[config.mk]
export PLATFORM = sky130hd
export DESIGN_NAME = uml_top
export DESIGN_NICKNAME = d
export VERILOG_FILES = /design/src/verilog/uml_pkg.sv /design/src/verilog/uml_fifo.sv /design/src/verilog/uml_rx.sv /design/src/verilog/uml_top.sv
export VERILOG_INCLUDE_DIRS = /design/src /design/src/verilog
export SDC_FILE = /design/constraint.sdc
export NUM_CORES = 1
export LEC_CHECK = 0
export BUFFER_PORTS_ARGS = -buffer_cell sky130_fd_sc_hd__buf_2
export CORE_MARGIN = 2
export CORE_UTILIZATION = 57
export CTS_BUF_LIST = sky130_fd_sc_hd__clkbuf_8
export DETAILED_ROUTE_END_ITERATION = 12
export PLACE_DENSITY = 0.79
export SLEW_MARGIN = 20
export SYNTH_ARGS = -nofsm -noshare
export SYNTH_HDL_FRONTEND = slang
export SYNTH_SLANG_ARGS = --single-unit
[constraint.sdc]
create_clock -name clk -period 3.55 [get_ports clk]
set_input_delay 0.5325 -clock clk [delete_from_list [all_inputs] [get_ports clk]]
set_output_delay 0.5325 -clock clk [all_outputs]
set_load 0.005 [all_outputs]
[src/verilog/uml_consts.svh]
// uml_consts.svh: register indices, field positions, reset values, counts
// assumes: included by bare name; indices are word indices on the bus
`ifndef UML_CONSTS_SVH
`define UML_CONSTS_SVH

// register word indices; byte address is four times the index
`define UML_IDX_DATA     4'h0
`define UML_IDX_IEN      4'h1
`define UML_IDX_IID      4'h2
`define UML_IDX_LCTL     4'h3
`define UML_IDX_MCTL     4'h4
`define UML_IDX_LSTAT    4'h5
`define UML_IDX_MSTAT    4'h6
`define UML_IDX_SCRATCH  4'h7
`define UML_IDX_DIV_LO   4'h0
`define UML_IDX_DIV_HI   4'h1

// modem control field positions
`define UML_MCTL_TRDY    0
`define UML_MCTL_RSEND   1
`define UML_MCTL_OUTA    2
`define UML_MCTL_OUTB    3
`define UML_MCTL_LOOP    4

// fifo control field positions
`define UML_FCTL_EN      0
`define UML_FCTL_RXCLR   1
`define UML_FCTL_TXCLR   2

// reset and idle values
`define UML_DIV_RST      16'h0001
`define UML_IID_IDLE     6'h01

// 16x tick counts: last tick of a bit, of 1.5 stop bits, of 2 stop bits
`define UML_T_BIT_LAST   5'h0F
`define UML_T_STOP15     5'h17
`define UML_T_STOP2      5'h1F
`define UML_RX_MID       4'h7
`define UML_RX_LAST      4'hF

`endif

[src/verilog/uml_pkg.sv]
// uml_pkg.sv: types and shared frame arithmetic for the uart core
// assumes: nothing outside itself
package uml_pkg;

	// line control layout, bit 7 down to bit 0
	typedef struct packed {
		logic       divisor_access_bit;
		logic       brk;
		logic       stick;
		logic       eps;
		logic       pen;
		logic       stb;
		logic [1:0] wls;
	} uml_lctl_t;

	// one received character with its error flags
	typedef struct packed {
		logic       brk;
		logic       fe;
		logic       pe;
		logic [7:0] data;
	} uml_rxres_t;

	typedef enum logic [2:0] {
		TX_IDLE  = 3'b000,
		TX_START = 3'b001,
		TX_DATA  = 3'b010,
		TX_PAR   = 3'b011,
		TX_STOP  = 3'b100
	} uml_tx_st_t;

	typedef enum logic [2:0] {
		RX_IDLE  = 3'b000,
		RX_START = 3'b001,
		RX_DATA  = 3'b010,
		RX_PAR   = 3'b011,
		RX_STOP  = 3'b100
	} uml_rx_st_t;

	// keep only the bits of the programmed word length
	function automatic logic [7:0] uml_mask(input logic [7:0] d,
		input logic [1:0] wls);
		uml_mask = d & (8'hFF >> (2'h3 - wls));
	endfunction

	// index of the last data bit, 4 to 7
	function automatic logic [2:0] uml_last(input logic [1:0] wls);
		uml_last = 3'h4 + {1'b0, wls};
	endfunction

	// parity bit for masked data; stick mode sends the inverse of eps
	function automatic logic uml_par(input logic [7:0] d,
		input uml_lctl_t l);
		uml_par = l.stick ? ~l.eps : ((^d) ^ ~l.eps);
	endfunction

endpackage

[src/verilog/uml_fifo.sv]
// uml_fifo.sv: synchronous flop fifo, valid/ready on both sides
// assumes: DEPTH is a power of two; one clock; clear is synchronous
`timescale 1ns/1ps
`default_nettype none

module uml_fifo
#(
	parameter int WIDTH = 8,
	parameter int DEPTH = 16
)
(
	input  wire logic             clk,
	input  wire logic             reset_n,
	input  wire logic             clear,
	input  wire logic [WIDTH-1:0] in_data,
	input  wire logic             in_valid,
	output var  logic             in_ready,
	output var  logic [WIDTH-1:0] out_data,
	output var  logic             out_valid,
	input  wire logic             out_ready
);
	localparam int AW = $clog2(DEPTH);

	logic [WIDTH-1:0] mem_r [DEPTH];
	logic [AW-1:0]    wp_r;
	logic [AW-1:0]    rp_r;
	logic [AW:0]      cnt_r;

	// full and empty come from the count, so they are never stale
	wire push = in_valid & in_ready;
	wire pop  = out_valid & out_ready;
	assign in_ready  = (cnt_r != (AW+1)'(DEPTH));
	assign out_valid = (cnt_r != '0);
	assign out_data  = mem_r[rp_r];

	// pointers and count; storage itself needs no reset
	always_ff @(posedge clk)
	begin
		if (!reset_n || clear)
		begin
			wp_r  <= '0;
			rp_r  <= '0;
			cnt_r <= '0;
		end
		else
		begin
			wp_r  <= wp_r + AW'(push);
			rp_r  <= rp_r + AW'(pop);
			cnt_r <= cnt_r + (AW+1)'(push) - (AW+1)'(pop);
		end
	end

	always_ff @(posedge clk)
	begin
		if (push)
			mem_r[wp_r] <= in_data;
	end

endmodule
`default_nettype wire

[src/verilog/uml_rx.sv]
// uml_rx.sv: serial receiver clocked by 16x ticks
// assumes: rxd and tick already synchronised to clk; tick one cycle wide
`timescale 1ns/1ps
`default_nettype none
`include "uml_consts.svh"

module uml_rx
(
	input  wire logic                 clk,
	input  wire logic                 reset_n,
	input  wire logic                 clear,
	input  wire logic                 tick,
	input  wire logic                 rxd,
	input  wire uml_pkg::uml_lctl_t   lctl,
	output var  uml_pkg::uml_rxres_t  res,
	output var  logic                 res_valid
);
	uml_pkg::uml_rx_st_t st_r;
	logic [3:0] cnt_r;
	logic [2:0] bit_r;
	logic [7:0] sh_r;
	logic       pe_r;
	logic       pbit_r;

	wire last = (cnt_r == `UML_RX_LAST);

	// start verified at mid bit, then each bit sampled 16 ticks later
	always_ff @(posedge clk)
	begin
		if (!reset_n || clear)
		begin
			st_r      <= uml_pkg::RX_IDLE;
			cnt_r     <= 4'h0;
			bit_r     <= 3'h0;
			sh_r      <= 8'h00;
			pe_r      <= 1'b0;
			pbit_r    <= 1'b0;
			res       <= '0;
			res_valid <= 1'b0;
		end
		else
		begin
			res_valid <= 1'b0;
			if (tick)
			begin
				cnt_r <= cnt_r + 4'h1;
				unique case (st_r)
				uml_pkg::RX_IDLE:
					if (!rxd)
					begin
						st_r  <= uml_pkg::RX_START;
						cnt_r <= 4'h0;
					end
				uml_pkg::RX_START:
					if (cnt_r == `UML_RX_MID)
					begin
						// a glitch shorter than half a bit is dropped
						st_r   <= rxd ? uml_pkg::RX_IDLE : uml_pkg::RX_DATA;
						cnt_r  <= 4'h0;
						bit_r  <= 3'h0;
						sh_r   <= 8'h00;
						pe_r   <= 1'b0;
						pbit_r <= 1'b0;
					end
				uml_pkg::RX_DATA:
					if (last)
					begin
						sh_r[bit_r] <= rxd;
						if (bit_r == uml_pkg::uml_last(lctl.wls))
							st_r <= lctl.pen ? uml_pkg::RX_PAR
								: uml_pkg::RX_STOP;
						else
							bit_r <= bit_r + 3'h1;
					end
				uml_pkg::RX_PAR:
					if (last)
					begin
						pbit_r <= rxd;
						pe_r   <= rxd != uml_pkg::uml_par(sh_r, lctl);
						st_r   <= uml_pkg::RX_STOP;
					end
				uml_pkg::RX_STOP:
					if (last)
					begin
						res.data  <= sh_r;
						res.pe    <= pe_r;
						res.fe    <= ~rxd;
						res.brk   <= (sh_r == 8'h00) & ~pbit_r & ~rxd;
						res_valid <= 1'b1;
						st_r      <= uml_pkg::RX_IDLE;
					end
				default:
					st_r <= uml_pkg::RX_IDLE;
				endcase
			end
		end
	end

endmodule
`default_nettype wire

[src/verilog/uml_top.sv]
// uml_top.sv: uart core with modem handshake pins, baud generator and
// an Avalon-MM register slave; transmit data pass a 16-word fifo
// assumes: clk is the reference oscillator; every pin but reset_n and the bus is asynchronous
//
// Design decisions made here: the register offsets and the Avalon-MM register port.
`timescale 1ns/1ps
`default_nettype none
`include "uml_consts.svh"

module uml_top
#(
	parameter int          FIFO_DEPTH = 16,
	parameter logic [15:0] DIV_RESET  = `UML_DIV_RST
)
(
	input  wire logic        clk,
	input  wire logic        reset_n,
	input  wire logic [3:0]  avs_address,
	input  wire logic        avs_read,
	input  wire logic        avs_write,
	input  wire logic [3:0]  avs_byteenable,
	input  wire logic [31:0] avs_writedata,
	output var  logic [31:0] avs_readdata,
	output var  logic        avs_waitrequest,
	input  wire logic        master_reset_in,
	input  wire logic        serial_rx_in,
	input  wire logic        rx_clock16,
	input  wire logic        cts_n,
	input  wire logic        dsr_n,
	input  wire logic        ri_n,
	input  wire logic        dcd_n,
	output var  logic        serial_tx_out,
	output var  logic        rts_n,
	output var  logic        dtr_n,
	output var  logic        user_output_a_n,
	output var  logic        user_output_b_n,
	output var  logic        tx_rate_clock_out
);

////////////////////////////////////////////////////////////////////////////
	// pin synchronisers; the first stage feeds only the second
	logic       mr_s1_r;
	logic       mr_s2_r;
	logic [2:0] rck_r;
	logic [1:0] rxd_r;
	logic [3:0] mod_s1_r;
	logic [3:0] mod_s2_r;

	always_ff @(posedge clk)
	begin
		if (!reset_n)
		begin
			mr_s1_r  <= 1'b0;
			mr_s2_r  <= 1'b0;
			rck_r    <= 3'h0;
			rxd_r    <= 2'h3;
			mod_s1_r <= 4'hF;
			mod_s2_r <= 4'hF;
		end
		else
		begin
			mr_s1_r  <= master_reset_in;
			mr_s2_r  <= mr_s1_r;
			rck_r    <= {rck_r[1:0], rx_clock16};
			rxd_r    <= {rxd_r[0], serial_rx_in};
			mod_s1_r <= {dcd_n, ri_n, dsr_n, cts_n};
			mod_s2_r <= mod_s1_r;
		end
	end

	// master reset acts as a synchronous clear of the control state
	wire clr     = ~reset_n | mr_s2_r;
	wire rx_tick = rck_r[1] & ~rck_r[2];

////////////////////////////////////////////////////////////////////////////
	// programmable registers
	uml_pkg::uml_lctl_t lctl_r;
	logic [3:0]  ien_r;
	logic [4:0]  mctl_r;
	logic [7:0]  scr_r;
	logic        fen_r;
	logic [15:0] div_r;
	logic        wait_r;

	wire loop = mctl_r[`UML_MCTL_LOOP];
	wire divisor_access_bit = lctl_r.divisor_access_bit;
	wire a_data = ~divisor_access_bit & (avs_address == `UML_IDX_DATA);
	wire a_dlo  = divisor_access_bit & (avs_address == `UML_IDX_DIV_LO);
	wire a_dhi  = divisor_access_bit & (avs_address == `UML_IDX_DIV_HI);
	wire a_ien  = ~divisor_access_bit & (avs_address == `UML_IDX_IEN);
	wire a_iid  = (avs_address == `UML_IDX_IID);
	wire a_lctl = (avs_address == `UML_IDX_LCTL);
	wire a_mctl = (avs_address == `UML_IDX_MCTL);
	wire a_lst  = (avs_address == `UML_IDX_LSTAT);
	wire a_mst  = (avs_address == `UML_IDX_MSTAT);
	wire a_scr  = (avs_address == `UML_IDX_SCRATCH);

	// a request is answered one cycle after it is seen; a transmit write
	// into a full fifo keeps waitrequest high until a word leaves
	logic txq_in_ready;
	wire req    = avs_read | avs_write;
	wire commit = req & ~wait_r;
	wire thr_wr = avs_write & avs_byteenable[0] & a_data;
	wire go     = req & wait_r & ~(thr_wr & ~txq_in_ready);
	wire wr_ok  = commit & avs_write & avs_byteenable[0];
	wire rd_ok  = commit & avs_read;
	wire [7:0] wd = avs_writedata[7:0];
	wire tx_clr = wr_ok & a_iid & wd[`UML_FCTL_TXCLR];
	wire rx_clr = wr_ok & a_iid & wd[`UML_FCTL_RXCLR];

	// control registers; master reset clears all but the divisor
	always_ff @(posedge clk)
	begin
		if (clr)
		begin
			lctl_r <= '0;
			ien_r  <= 4'h0;
			mctl_r <= 5'h00;
			scr_r  <= 8'h00;
			fen_r  <= 1'b0;
		end
		else if (wr_ok)
		begin
			if (a_lctl)
				lctl_r <= uml_pkg::uml_lctl_t'(wd);
			if (a_ien)
				ien_r <= wd[3:0];
			if (a_mctl)
				mctl_r <= wd[4:0];
			if (a_scr)
				scr_r <= wd;
			if (a_iid)
				fen_r <= wd[`UML_FCTL_EN];
		end
	end

	// divisor survives master reset, only the system reset loads it
	always_ff @(posedge clk)
	begin
		if (!reset_n)
			div_r <= DIV_RESET;
		else if (wr_ok & a_dlo)
			div_r[7:0] <= wd;
		else if (wr_ok & a_dhi)
			div_r[15:8] <= wd;
	end

////////////////////////////////////////////////////////////////////////////
	// receive side: holding register and line status flags
	uml_pkg::uml_rxres_t rx_res;
	logic       rx_ok;
	logic [7:0] rbr_r;
	logic       dr_r;
	logic       oe_r;
	logic       pe_r;
	logic       fe_r;
	logic       bi_r;
	logic       tx_line;

	wire rd_rbr = rd_ok & a_data;
	wire rd_lst = rd_ok & a_lst;

	uml_rx u_rx (
		.clk       (clk),
		.reset_n   (reset_n),
		.clear     (mr_s2_r),
		.tick      (rx_tick),
		.rxd       (loop ? tx_line : rxd_r[1]),
		.lctl      (lctl_r),
		.res       (rx_res),
		.res_valid (rx_ok)
	);

	// flags: an arriving character wins over a same-cycle read or rx clear
	always_ff @(posedge clk)
	begin
		if (clr)
		begin
			dr_r <= 1'b0;
			oe_r <= 1'b0;
			pe_r <= 1'b0;
			fe_r <= 1'b0;
			bi_r <= 1'b0;
		end
		else
		begin
			dr_r <= rx_ok | (dr_r & ~rd_rbr & ~rx_clr);
			oe_r <= (rx_ok & dr_r) | (oe_r & ~rd_lst);
			pe_r <= (rx_ok & rx_res.pe) | (pe_r & ~rd_lst);
			fe_r <= (rx_ok & rx_res.fe) | (fe_r & ~rd_lst);
			bi_r <= (rx_ok & rx_res.brk) | (bi_r & ~rd_lst);
		end
	end

	// data holding register is kept across master reset
	always_ff @(posedge clk)
	begin
		if (!reset_n)
			rbr_r <= 8'h00;
		else if (rx_ok)
			rbr_r <= rx_res.data;
	end

////////////////////////////////////////////////////////////////////////////
	// modem status: live levels complemented, loop feeds back the outputs
	logic [3:0] mprev_r;
	logic [3:0] mdel_r;
	logic       minit_r;

	wire [3:0] mhi = loop
		? {mctl_r[`UML_MCTL_OUTB], mctl_r[`UML_MCTL_OUTA],
		   mctl_r[`UML_MCTL_TRDY], mctl_r[`UML_MCTL_RSEND]}
		: ~mod_s2_r;
	// ring delta flags only the end of a ring, as the level drops
	wire [3:0] mchg = {4{minit_r}} & {mhi[3] ^ mprev_r[3],
		mprev_r[2] & ~mhi[2], mhi[1] ^ mprev_r[1], mhi[0] ^ mprev_r[0]};
	wire rd_mst = rd_ok & a_mst;

	// first cycle after reset only primes the history, no false deltas
	always_ff @(posedge clk)
	begin
		if (clr)
		begin
			mprev_r <= 4'h0;
			mdel_r  <= 4'h0;
			minit_r <= 1'b0;
		end
		else
		begin
			mprev_r <= mhi;
			mdel_r  <= mchg | (mdel_r & ~{4{rd_mst}});
			minit_r <= 1'b1;
		end
	end

////////////////////////////////////////////////////////////////////////////
	// baud generator: one 16x tick every div clk cycles, zero acts as one
	logic [15:0] bcnt_r;
	wire [15:0] div_eff = (div_r == 16'h0000) ? 16'h0001 : div_r;
	wire        btick   = (bcnt_r >= div_eff - 16'h0001);

	always_ff @(posedge clk)
	begin
		if (clr)
			bcnt_r <= 16'h0000;
		else
			bcnt_r <= btick ? 16'h0000 : bcnt_r + 16'h0001;
	end

////////////////////////////////////////////////////////////////////////////
	// transmit fifo; back-pressure reaches the bus through waitrequest
	logic [7:0] txq_data;
	logic       txq_valid;
	uml_pkg::uml_tx_st_t tx_st_r;
	uml_pkg::uml_tx_st_t tx_st_nxt;

	uml_fifo #(
		.WIDTH (8),
		.DEPTH (FIFO_DEPTH)
	) u_txq (
		.clk       (clk),
		.reset_n   (reset_n),
		.clear     (mr_s2_r | tx_clr),
		.in_data   (wd),
		.in_valid  (wr_ok & a_data),
		.in_ready  (txq_in_ready),
		.out_data  (txq_data),
		.out_valid (txq_valid),
		.out_ready (tx_st_r == uml_pkg::TX_IDLE)
	);

	// transmitter: 16 ticks per bit, 1, 1.5 or 2 stop bits
	logic [4:0] tcnt_r;
	logic [4:0] tcnt_nxt;
	logic [2:0] tbit_r;
	logic [2:0] tbit_nxt;
	logic [7:0] tsh_r;

	wire [4:0] stop_last = ~lctl_r.stb ? `UML_T_BIT_LAST
		: (lctl_r.wls == 2'h0) ? `UML_T_STOP15 : `UML_T_STOP2;
	wire tend = btick & (tcnt_r == `UML_T_BIT_LAST);
	wire tpar = uml_pkg::uml_par(tsh_r, lctl_r);
	assign tx_line = (tx_st_r == uml_pkg::TX_START) ? 1'b0
		: (tx_st_r == uml_pkg::TX_DATA) ? tsh_r[tbit_r]
		: (tx_st_r == uml_pkg::TX_PAR) ? tpar : 1'b1;
	wire temt = ~txq_valid & (tx_st_r == uml_pkg::TX_IDLE);

	always_comb
	begin
		tx_st_nxt = tx_st_r;
		tcnt_nxt  = btick ? tcnt_r + 5'h01 : tcnt_r;
		tbit_nxt  = tbit_r;
		unique case (tx_st_r)
		uml_pkg::TX_IDLE:
		begin
			tcnt_nxt = 5'h00;
			if (txq_valid)
				tx_st_nxt = uml_pkg::TX_START;
		end
		uml_pkg::TX_START:
			if (tend)
			begin
				tx_st_nxt = uml_pkg::TX_DATA;
				tcnt_nxt  = 5'h00;
				tbit_nxt  = 3'h0;
			end
		uml_pkg::TX_DATA:
			if (tend)
			begin
				tcnt_nxt = 5'h00;
				if (tbit_r == uml_pkg::uml_last(lctl_r.wls))
					tx_st_nxt = lctl_r.pen ? uml_pkg::TX_PAR
						: uml_pkg::TX_STOP;
				else
					tbit_nxt = tbit_r + 3'h1;
			end
		uml_pkg::TX_PAR:
			if (tend)
			begin
				tx_st_nxt = uml_pkg::TX_STOP;
				tcnt_nxt  = 5'h00;
			end
		uml_pkg::TX_STOP:
			if (btick && tcnt_r == stop_last)
				tx_st_nxt = uml_pkg::TX_IDLE;
		default:
			tx_st_nxt = uml_pkg::TX_IDLE;
		endcase
	end

	always_ff @(posedge clk)
	begin
		if (clr)
		begin
			tx_st_r <= uml_pkg::TX_IDLE;
			tcnt_r  <= 5'h00;
			tbit_r  <= 3'h0;
			tsh_r   <= 8'h00;
		end
		else
		begin
			tx_st_r <= tx_st_nxt;
			tcnt_r  <= tcnt_nxt;
			tbit_r  <= tbit_nxt;
			if (tx_st_r == uml_pkg::TX_IDLE && txq_valid)
				tsh_r <= uml_pkg::uml_mask(txq_data, lctl_r.wls);
		end
	end

////////////////////////////////////////////////////////////////////////////
	// register read mux
	wire [7:0] lstat = {1'b0, temt, ~txq_valid, bi_r, fe_r, pe_r, oe_r,
		dr_r};
	wire [7:0] rd_mux =
		a_data ? rbr_r :
		a_dlo  ? div_r[7:0] :
		a_dhi  ? div_r[15:8] :
		a_ien  ? {4'h0, ien_r} :
		a_iid  ? {{2{fen_r}}, `UML_IID_IDLE} :
		a_lctl ? lctl_r :
		a_mctl ? {3'h0, mctl_r} :
		a_lst  ? lstat :
		a_mst  ? {mhi, mdel_r} :
		a_scr  ? scr_r : 8'h00;

	// bus answer; indices 8 to 15 read zero and ignore writes
	always_ff @(posedge clk)
	begin
		if (!reset_n)
		begin
			wait_r       <= 1'b1;
			avs_readdata <= 32'h00000000;
		end
		else
		begin
			wait_r <= commit | (wait_r & ~go);
			if (go)
				avs_readdata <= {24'h000000, rd_mux};
		end
	end
	assign avs_waitrequest = wait_r;

	// pins; a reset or loop forces the serial and handshake lines to their idle high level
	wire force_hi = mr_s2_r | loop;
	always_ff @(posedge clk)
	begin
		if (!reset_n)
		begin
			serial_tx_out     <= 1'b1;
			rts_n             <= 1'b1;
			dtr_n             <= 1'b1;
			user_output_a_n   <= 1'b1;
			user_output_b_n   <= 1'b1;
			tx_rate_clock_out <= 1'b0;
		end
		else
		begin
			serial_tx_out   <= force_hi | (~lctl_r.brk & tx_line);
			rts_n   <= force_hi | ~mctl_r[`UML_MCTL_RSEND];
			dtr_n   <= force_hi | ~mctl_r[`UML_MCTL_TRDY];
			user_output_a_n <= force_hi | ~mctl_r[`UML_MCTL_OUTA];
			user_output_b_n <= force_hi | ~mctl_r[`UML_MCTL_OUTB];
			tx_rate_clock_out <= btick;
		end
	end

endmodule
`default_nettype wire

==> impl_metrics.ini, run 1 <==
[outcome]
status = finished, violations left
violations = negative setup slack

[synth]
netlist_area_sq_mm = 0.0137
syn_avg_cell_area_sq_um = 11.0
synth_ff_type = dfxtp_1
syn_inst = 1249
yosys_warnings = 0
ys_ff_latch = 302
synth_edf_count = 128
synthArstFlopShare = 0
seq_area_frac_synth = 0.533
synth_cell_types = 70

[sta]
max_freq_mhz = 276
slew_headroom = 0.361
rsz0062_at_grt = yes
slew_viol_final = 0
post-route-period-util = 1.02
worst_pin_slew_ns = 0.951
setup_violations = 5
skew_ns = 0.0231
finalHoldViolations = 0
fin_crit_ns = 3.62
final.setup.worst_slack_ns = -0.0730

[grt]
grt_usage = 0.241
grt_pass1_wl_um = 48800
antenna_found_initial = 0
grt_max_degree = 81
grt_pass1_vias = 9274
overflow = 0

[clock_tree]
cts_hold_buf = 0
clk_path_buf_depth = 3
numCtsBuffers = 49
htreeDepth = 2
cts_tree = yes
ctsRootBufferMaster = clkbuf_8
clk_pin_slew_ns = 0.06
cts_sinks = 302
clock_latency_ns = 0.59

[place]
gp_congestion = 0.864
post_dp_cell_area_sq_mm = 0.0144
hpwlAfterDp_um = 20600
place_inst = 1591
portBuffers = 38

[floorplan]
die_h_um = 159
start_util = 0.584
coreArea_sq_mm = 0.0235
die-area_sq_mm = 0.0254
die_x_um = 159
core.rowCount = 56
ios = 90

[finish]
stdcell_area_sq_mm = 0.0156
final_nets = 1420
stdcell_count = 1690
drive_gt1_frac = 0.191
fillers = 1736
area_growth_pct = 13.5
n_antenna_cell = 0

[pwr]
ir_drop_v = 0.000470
power.leakage_nw = 5.65
total_power_mw = 8.00
powerDensity_mw_per_mm2 = 512

[routing]
totalWireLength_um = 31000
route.vias.total = 9848
drtAntennaViolNets = 0
viasPerCell = 5.83
route.detailed.drc = 0
drt_iter0_markers = 953
dr.pass1.iters = 6
wire_per_inst_um = 18.4

[critical_path]
endpoint_kind = register
slowest_stage = or4b_4
critPathKind = reg2reg
cp_cell_sequence = or3_4 -> nor4_4 -> and3_4 -> a21oi_4 -> ha_2 -> buf_6 -> nand2_2 -> nor3_1 -> xnor2_1 -> ha_1 -> and4_4 -> a211oi_2 -> and3_1 -> o21a_4 -> buf_12 -> or4b_4 -> a21oi_2
cp.arrival_ns = 4.13
critPathMaxStageDelay_ns = 0.53
crit_required_ns = 4.06
critPathLaunchType = register
crit_fanout = 8

[flow_run]
max_cap_viol_count = 0

[worst_hold_path]
hp-class = in2reg
-- path summary, 6_finish.rpt --
kind               start           to  slack [ns]  cells after the start
max reg2reg     div_r[5]    tcnt_r[1]       -0.07                     17
min reg2reg  mod_s1_r[3]  mod_s2_r[3]        0.41                      1
min                dsr_n  mod_s1_r[1]        0.13                      2
max             div_r[5]    tcnt_r[1]       -0.07                     17
-- cells in the mapped netlist (all sizes together) (22+ instances only) --
cell    count  area, sq um
nor2      168          638
a21oi      77          397
o21ai      45          225
inv        37          139
dfxtp     174         3480
nor3       23          120
nand2      80          305
clkbuf     42          159
xnor2      38          333
mux4       45         1010
nand3      42          215
ha         37          463
edfxtp    128         3840
nand2b     22          138
buf        50          310
mux2i      62          621
-- kinds of logic after synthesis --
logic type | share of synthesized area
compound gates | 0.0851
xor+xnor | 0.0344
fa+ha+maj | 0.0351
buf+inv | 0.0445
flops | 0.533
mux | 0.121
other cells | 0.000273
simple gates | 0.147
-- critical path: cells and delay by family (launching register included) --
family          cells  cell delay [ns]
buf+inv             2             0.26
compound gates      4             0.40
flops               1             0.32
xor+xnor            1             0.13
fa+ha+maj           2             0.51
simple gates        8             1.94
-- final cells by class --
class                           instances  area, sq um  area share
Sequential cell                       302         7330       0.470
Multi-Input combinational cell        841         6070       0.389
Clock buffer                           56          771      0.0494
Timing Repair Buffer                   99          694      0.0445
Tap cell                              319          399      0.0256
Clock inverter                         35          196      0.0126
Inverter                               38          143     0.00914
-- power breakdown --
part           switching [mW]  total (mW)  leakage [nW]  internal [mW]
registers              0.0858        3.79          2.56           3.70
clock network            1.38        2.91         0.561           1.53
logic                   0.689        1.29          2.53          0.601
total                    2.16        8.00          5.65           5.84
-- layout by cell type, fill, tap and decap left out, types with 4 or more instances in the layout --
| cell | n |
|---|---|
| xor2_1 | 16 |
| nor3_1 | 22 |
| o21ai_1 | 4 |
| a21oi_1 | 69 |
| buf_4 | 57 |
| and3_1 | 13 |
| a22oi_1 | 12 |
| edfxtp_1 | 128 |
| o21ai_0 | 39 |
| mux2i_1 | 62 |
| nand3_1 | 40 |
| nor3b_1 | 5 |
| nor2_2 | 5 |
| nor2b_1 | 15 |
| conb_1 | 24 |
| dfxtp_1 | 172 |
| a21oi_2 | 6 |
| nand2_1 | 76 |
| buf_2 | 38 |
| clkbuf_8 | 56 |
| o211ai_1 | 17 |
| nand4_1 | 7 |
| a31oi_1 | 9 |
| xnor2_1 | 38 |
| ha_1 | 35 |
| mux4_2 | 45 |
| nand2b_1 | 21 |
| nor2_1 | 162 |
| inv_1 | 55 |
| and2_1 | 11 |
| clkinv_1 | 10 |
| or3_1 | 4 |
| or4_4 | 4 |
| o31ai_1 | 4 |
-- per-stage QoR --
stage	setup slack (ns)	setup TNS, ns	hold WS, ns	util
after floorplan	0.00568	0	0.380	-
after global placement	-0.0300	-0.0618	0.389	0.612
after detailed placement	-0.0984	-0.535	0.398	0.612
after CTS	0.000320	0	0.109	0.654
after global routing	-0.204	-3.13	0.132	0.663
final	-0.0730	-0.275	0.127	0.663
-- registers in the layout (all words and copies together), names as in the netlist, 7 cells and up --
| register | cells |
|---|---|
| u_txq.mem_r | 128 |
| u_rx.res | 11 |
| rbr_r | 8 |
| lctl_r | 7 |
| div_r | 16 |
| tsh_r | 8 |
| bcnt_r | 16 |
| scr_r | 8 |
| u_rx.sh_r | 8 |
| avs_readdata | 8 |
-- per-layer routing --
layer / vias to the layer above / part of all wire / global-route usage
met5: - / 0 / 0
met1: 4711 / 0.42 / 0.332
met2: 453 / 0.46 / 0.387
met4: 0 / 0.021 / 0.0715
li1: 4629 / - / -
met3: 55 / 0.096 / 0.0531
-- repair_timing --
item,in CTS,in global routing
setup endpoints to repair,22,27
pin swaps,7,28
gates resized for setup,4,36
gates cloned,0,2
buffers inserted,1,6
(Power assumes the default switching activity.)
==> run 2, diff against run 1 <==
- SKIP_LAST_GASP: default -> 1
==> impl_metrics.ini, run 2 (same netlist as run 1, synthesis figures left out) <==
[critical_path]
critPathMaxStageDelay_ns = 0.53
crit_required_ns = 4.06
critPathLaunchType = register
slowest_stage = or4b_4
cp_cell_sequence = or3_4 -> nor4_4 -> and3_4 -> a21oi_4 -> ha_2 -> buf_6 -> nand2_2 -> nor3_1 -> xnor2_1 -> ha_1 -> and4_4 -> a211oi_2 -> and3_1 -> o21a_4 -> buf_12 -> or4b_4 -> a21oi_2
critPathKind = reg2reg
crit_fanout = 8
endpoint_kind = register
cp.arrival_ns = 4.13

[clock_tree]
htreeDepth = 2
cts_tree = yes
cts_sinks = 302
cts_hold_buf = 0
clock_latency_ns = 0.59
clk_path_buf_depth = 3
ctsRootBufferMaster = clkbuf_8
clk_pin_slew_ns = 0.06
numCtsBuffers = 49

[pwr]
powerDensity_mw_per_mm2 = 513
ir_drop_v = 0.000470
total_power_mw = 8.00
power.leakage_nw = 5.65

[place]
post_dp_cell_area_sq_mm = 0.0144
hpwlAfterDp_um = 20600
portBuffers = 38
pre_cts_slack_ns = -0.0984
gp_congestion = 0.864

[finish]
largest_register = u_txq.mem_r
mostFrequentLayoutCells = 172 x dfxtp_1, 162 x nor2_1, 128 x edfxtp_1, 76 x nand2_1, 69 x a21oi_1
drive_gt1_frac = 0.190
layout_commonest_cell = dfxtp_1
fillers = 1737
largest_reg_flops = 128
final_nets = 1420
stdcell_area_sq_mm = 0.0156
n_antenna_cell = 0
reg_top3 = u_txq.mem_r (128), bcnt_r (16), div_r (16)
area_growth_pct = 13.5

[sta]
worst_pin_slew_ns = 0.951
final.setup.worst_slack_ns = -0.0715
max_freq_mhz = 276
rsz0062_at_grt = yes
finalHoldViolations = 0
hold_slack_ns = 0.127
skew_ns = 0.0239
post-route-period-util = 1.02
slew_viol_final = 0
fin_crit_ns = 3.62
slew_headroom = 0.361
setup_violations = 5

[grt]
grt_pass1_wl_um = 48800
grt_pass1_vias = 9274
antenna_found_initial = 0
grt_usage = 0.241
grt_max_degree = 81
grt_use_met1 = 0.332
gr-usage-met2 = 0.387
overflow = 0
grt-busiest-layer = met2
grt.met3_usage = 0.0531

[routing]
totalWireLength_um = 31000
route.vias.total = 9842
dr.pass1.iters = 6
wire_per_inst_um = 18.4
route.detailed.drc = 0
drt_iter0_markers = 953
viasPerCell = 5.82
drtAntennaViolNets = 0

[flow_run]
max_cap_viol_count = 0

[floorplan]
core.rowCount = 56
start_util = 0.584
die_x_um = 159
ios = 90
die_h_um = 159
die-area_sq_mm = 0.0254
coreArea_sq_mm = 0.0235

[outcome]
violations = negative setup slack
status = finished, violations left

[worst_hold_path]
hp-class = in2reg
run 2: area by class of cell:
class                      instances  area [sq um]  area share
multi-input combinational        841          6070       0.389
clock inverter                    35           196      0.0126
clock buffer                      56           771      0.0494
inverter                          38           143     0.00914
timing repair buffer              99           694      0.0445
sequential                       302          7330       0.470
tap                              319           399      0.0256
run 2: worst max-delay path: cells and delay by family, from the launching register on:
family,cells,cell delay [ns]
AOI/OAI and AO/OA,4,0.40
xor gates and xnor gates,1,0.13
adders and majority gates,2,0.51
buffers and inverters,2,0.26
DFF,1,0.32
and+or+nand+nor,8,1.94
run 2: timing repair:
item,CTS,global route
gates resized for setup,4,35
pin swaps,7,28
gates cloned,0,2
setup buffers,1,6
setup endpoints to repair,22,27
run 2: path summary, 6_finish.rpt:
kind / end / slack, ns / cells after the start / startpoint
worst max-delay path: tcnt_r[1] / -0.07 / 17 / div_r[5]
worst min-delay path: mod_s1_r[1] / 0.13 / 2 / dsr_n
worst max register to register: tcnt_r[1] / -0.07 / 17 / div_r[5]
worst min register to register: mod_s2_r[3] / 0.41 / 1 / mod_s1_r[3]
run 2: routing by layer:
metal,up-vias,part of all wire
met5,-,0
met4,0,0.021
met3,55,0.095
met2,456,0.46
met1,4700,0.42
li1,4631,-
run 2: power breakdown:
group	leakage (nW)	switching, mW	internal (mW)
logic	2.53	0.689	0.601
registers	2.56	0.0858	3.70
clock network	0.561	1.38	1.53
total	5.65	2.16	5.84
run 2: metrics by stage:
step / utilization / TNS [ns] / cells
global route: 0.663 / -3.14 / 1690
CTS: 0.654 / 0 / 1683
finish: 0.663 / -0.270 / 1690
floorplan: - / 0 / 1272
global placement: 0.612 / -0.0618 / 1591
detailed placement: 0.612 / -0.535 / 1591
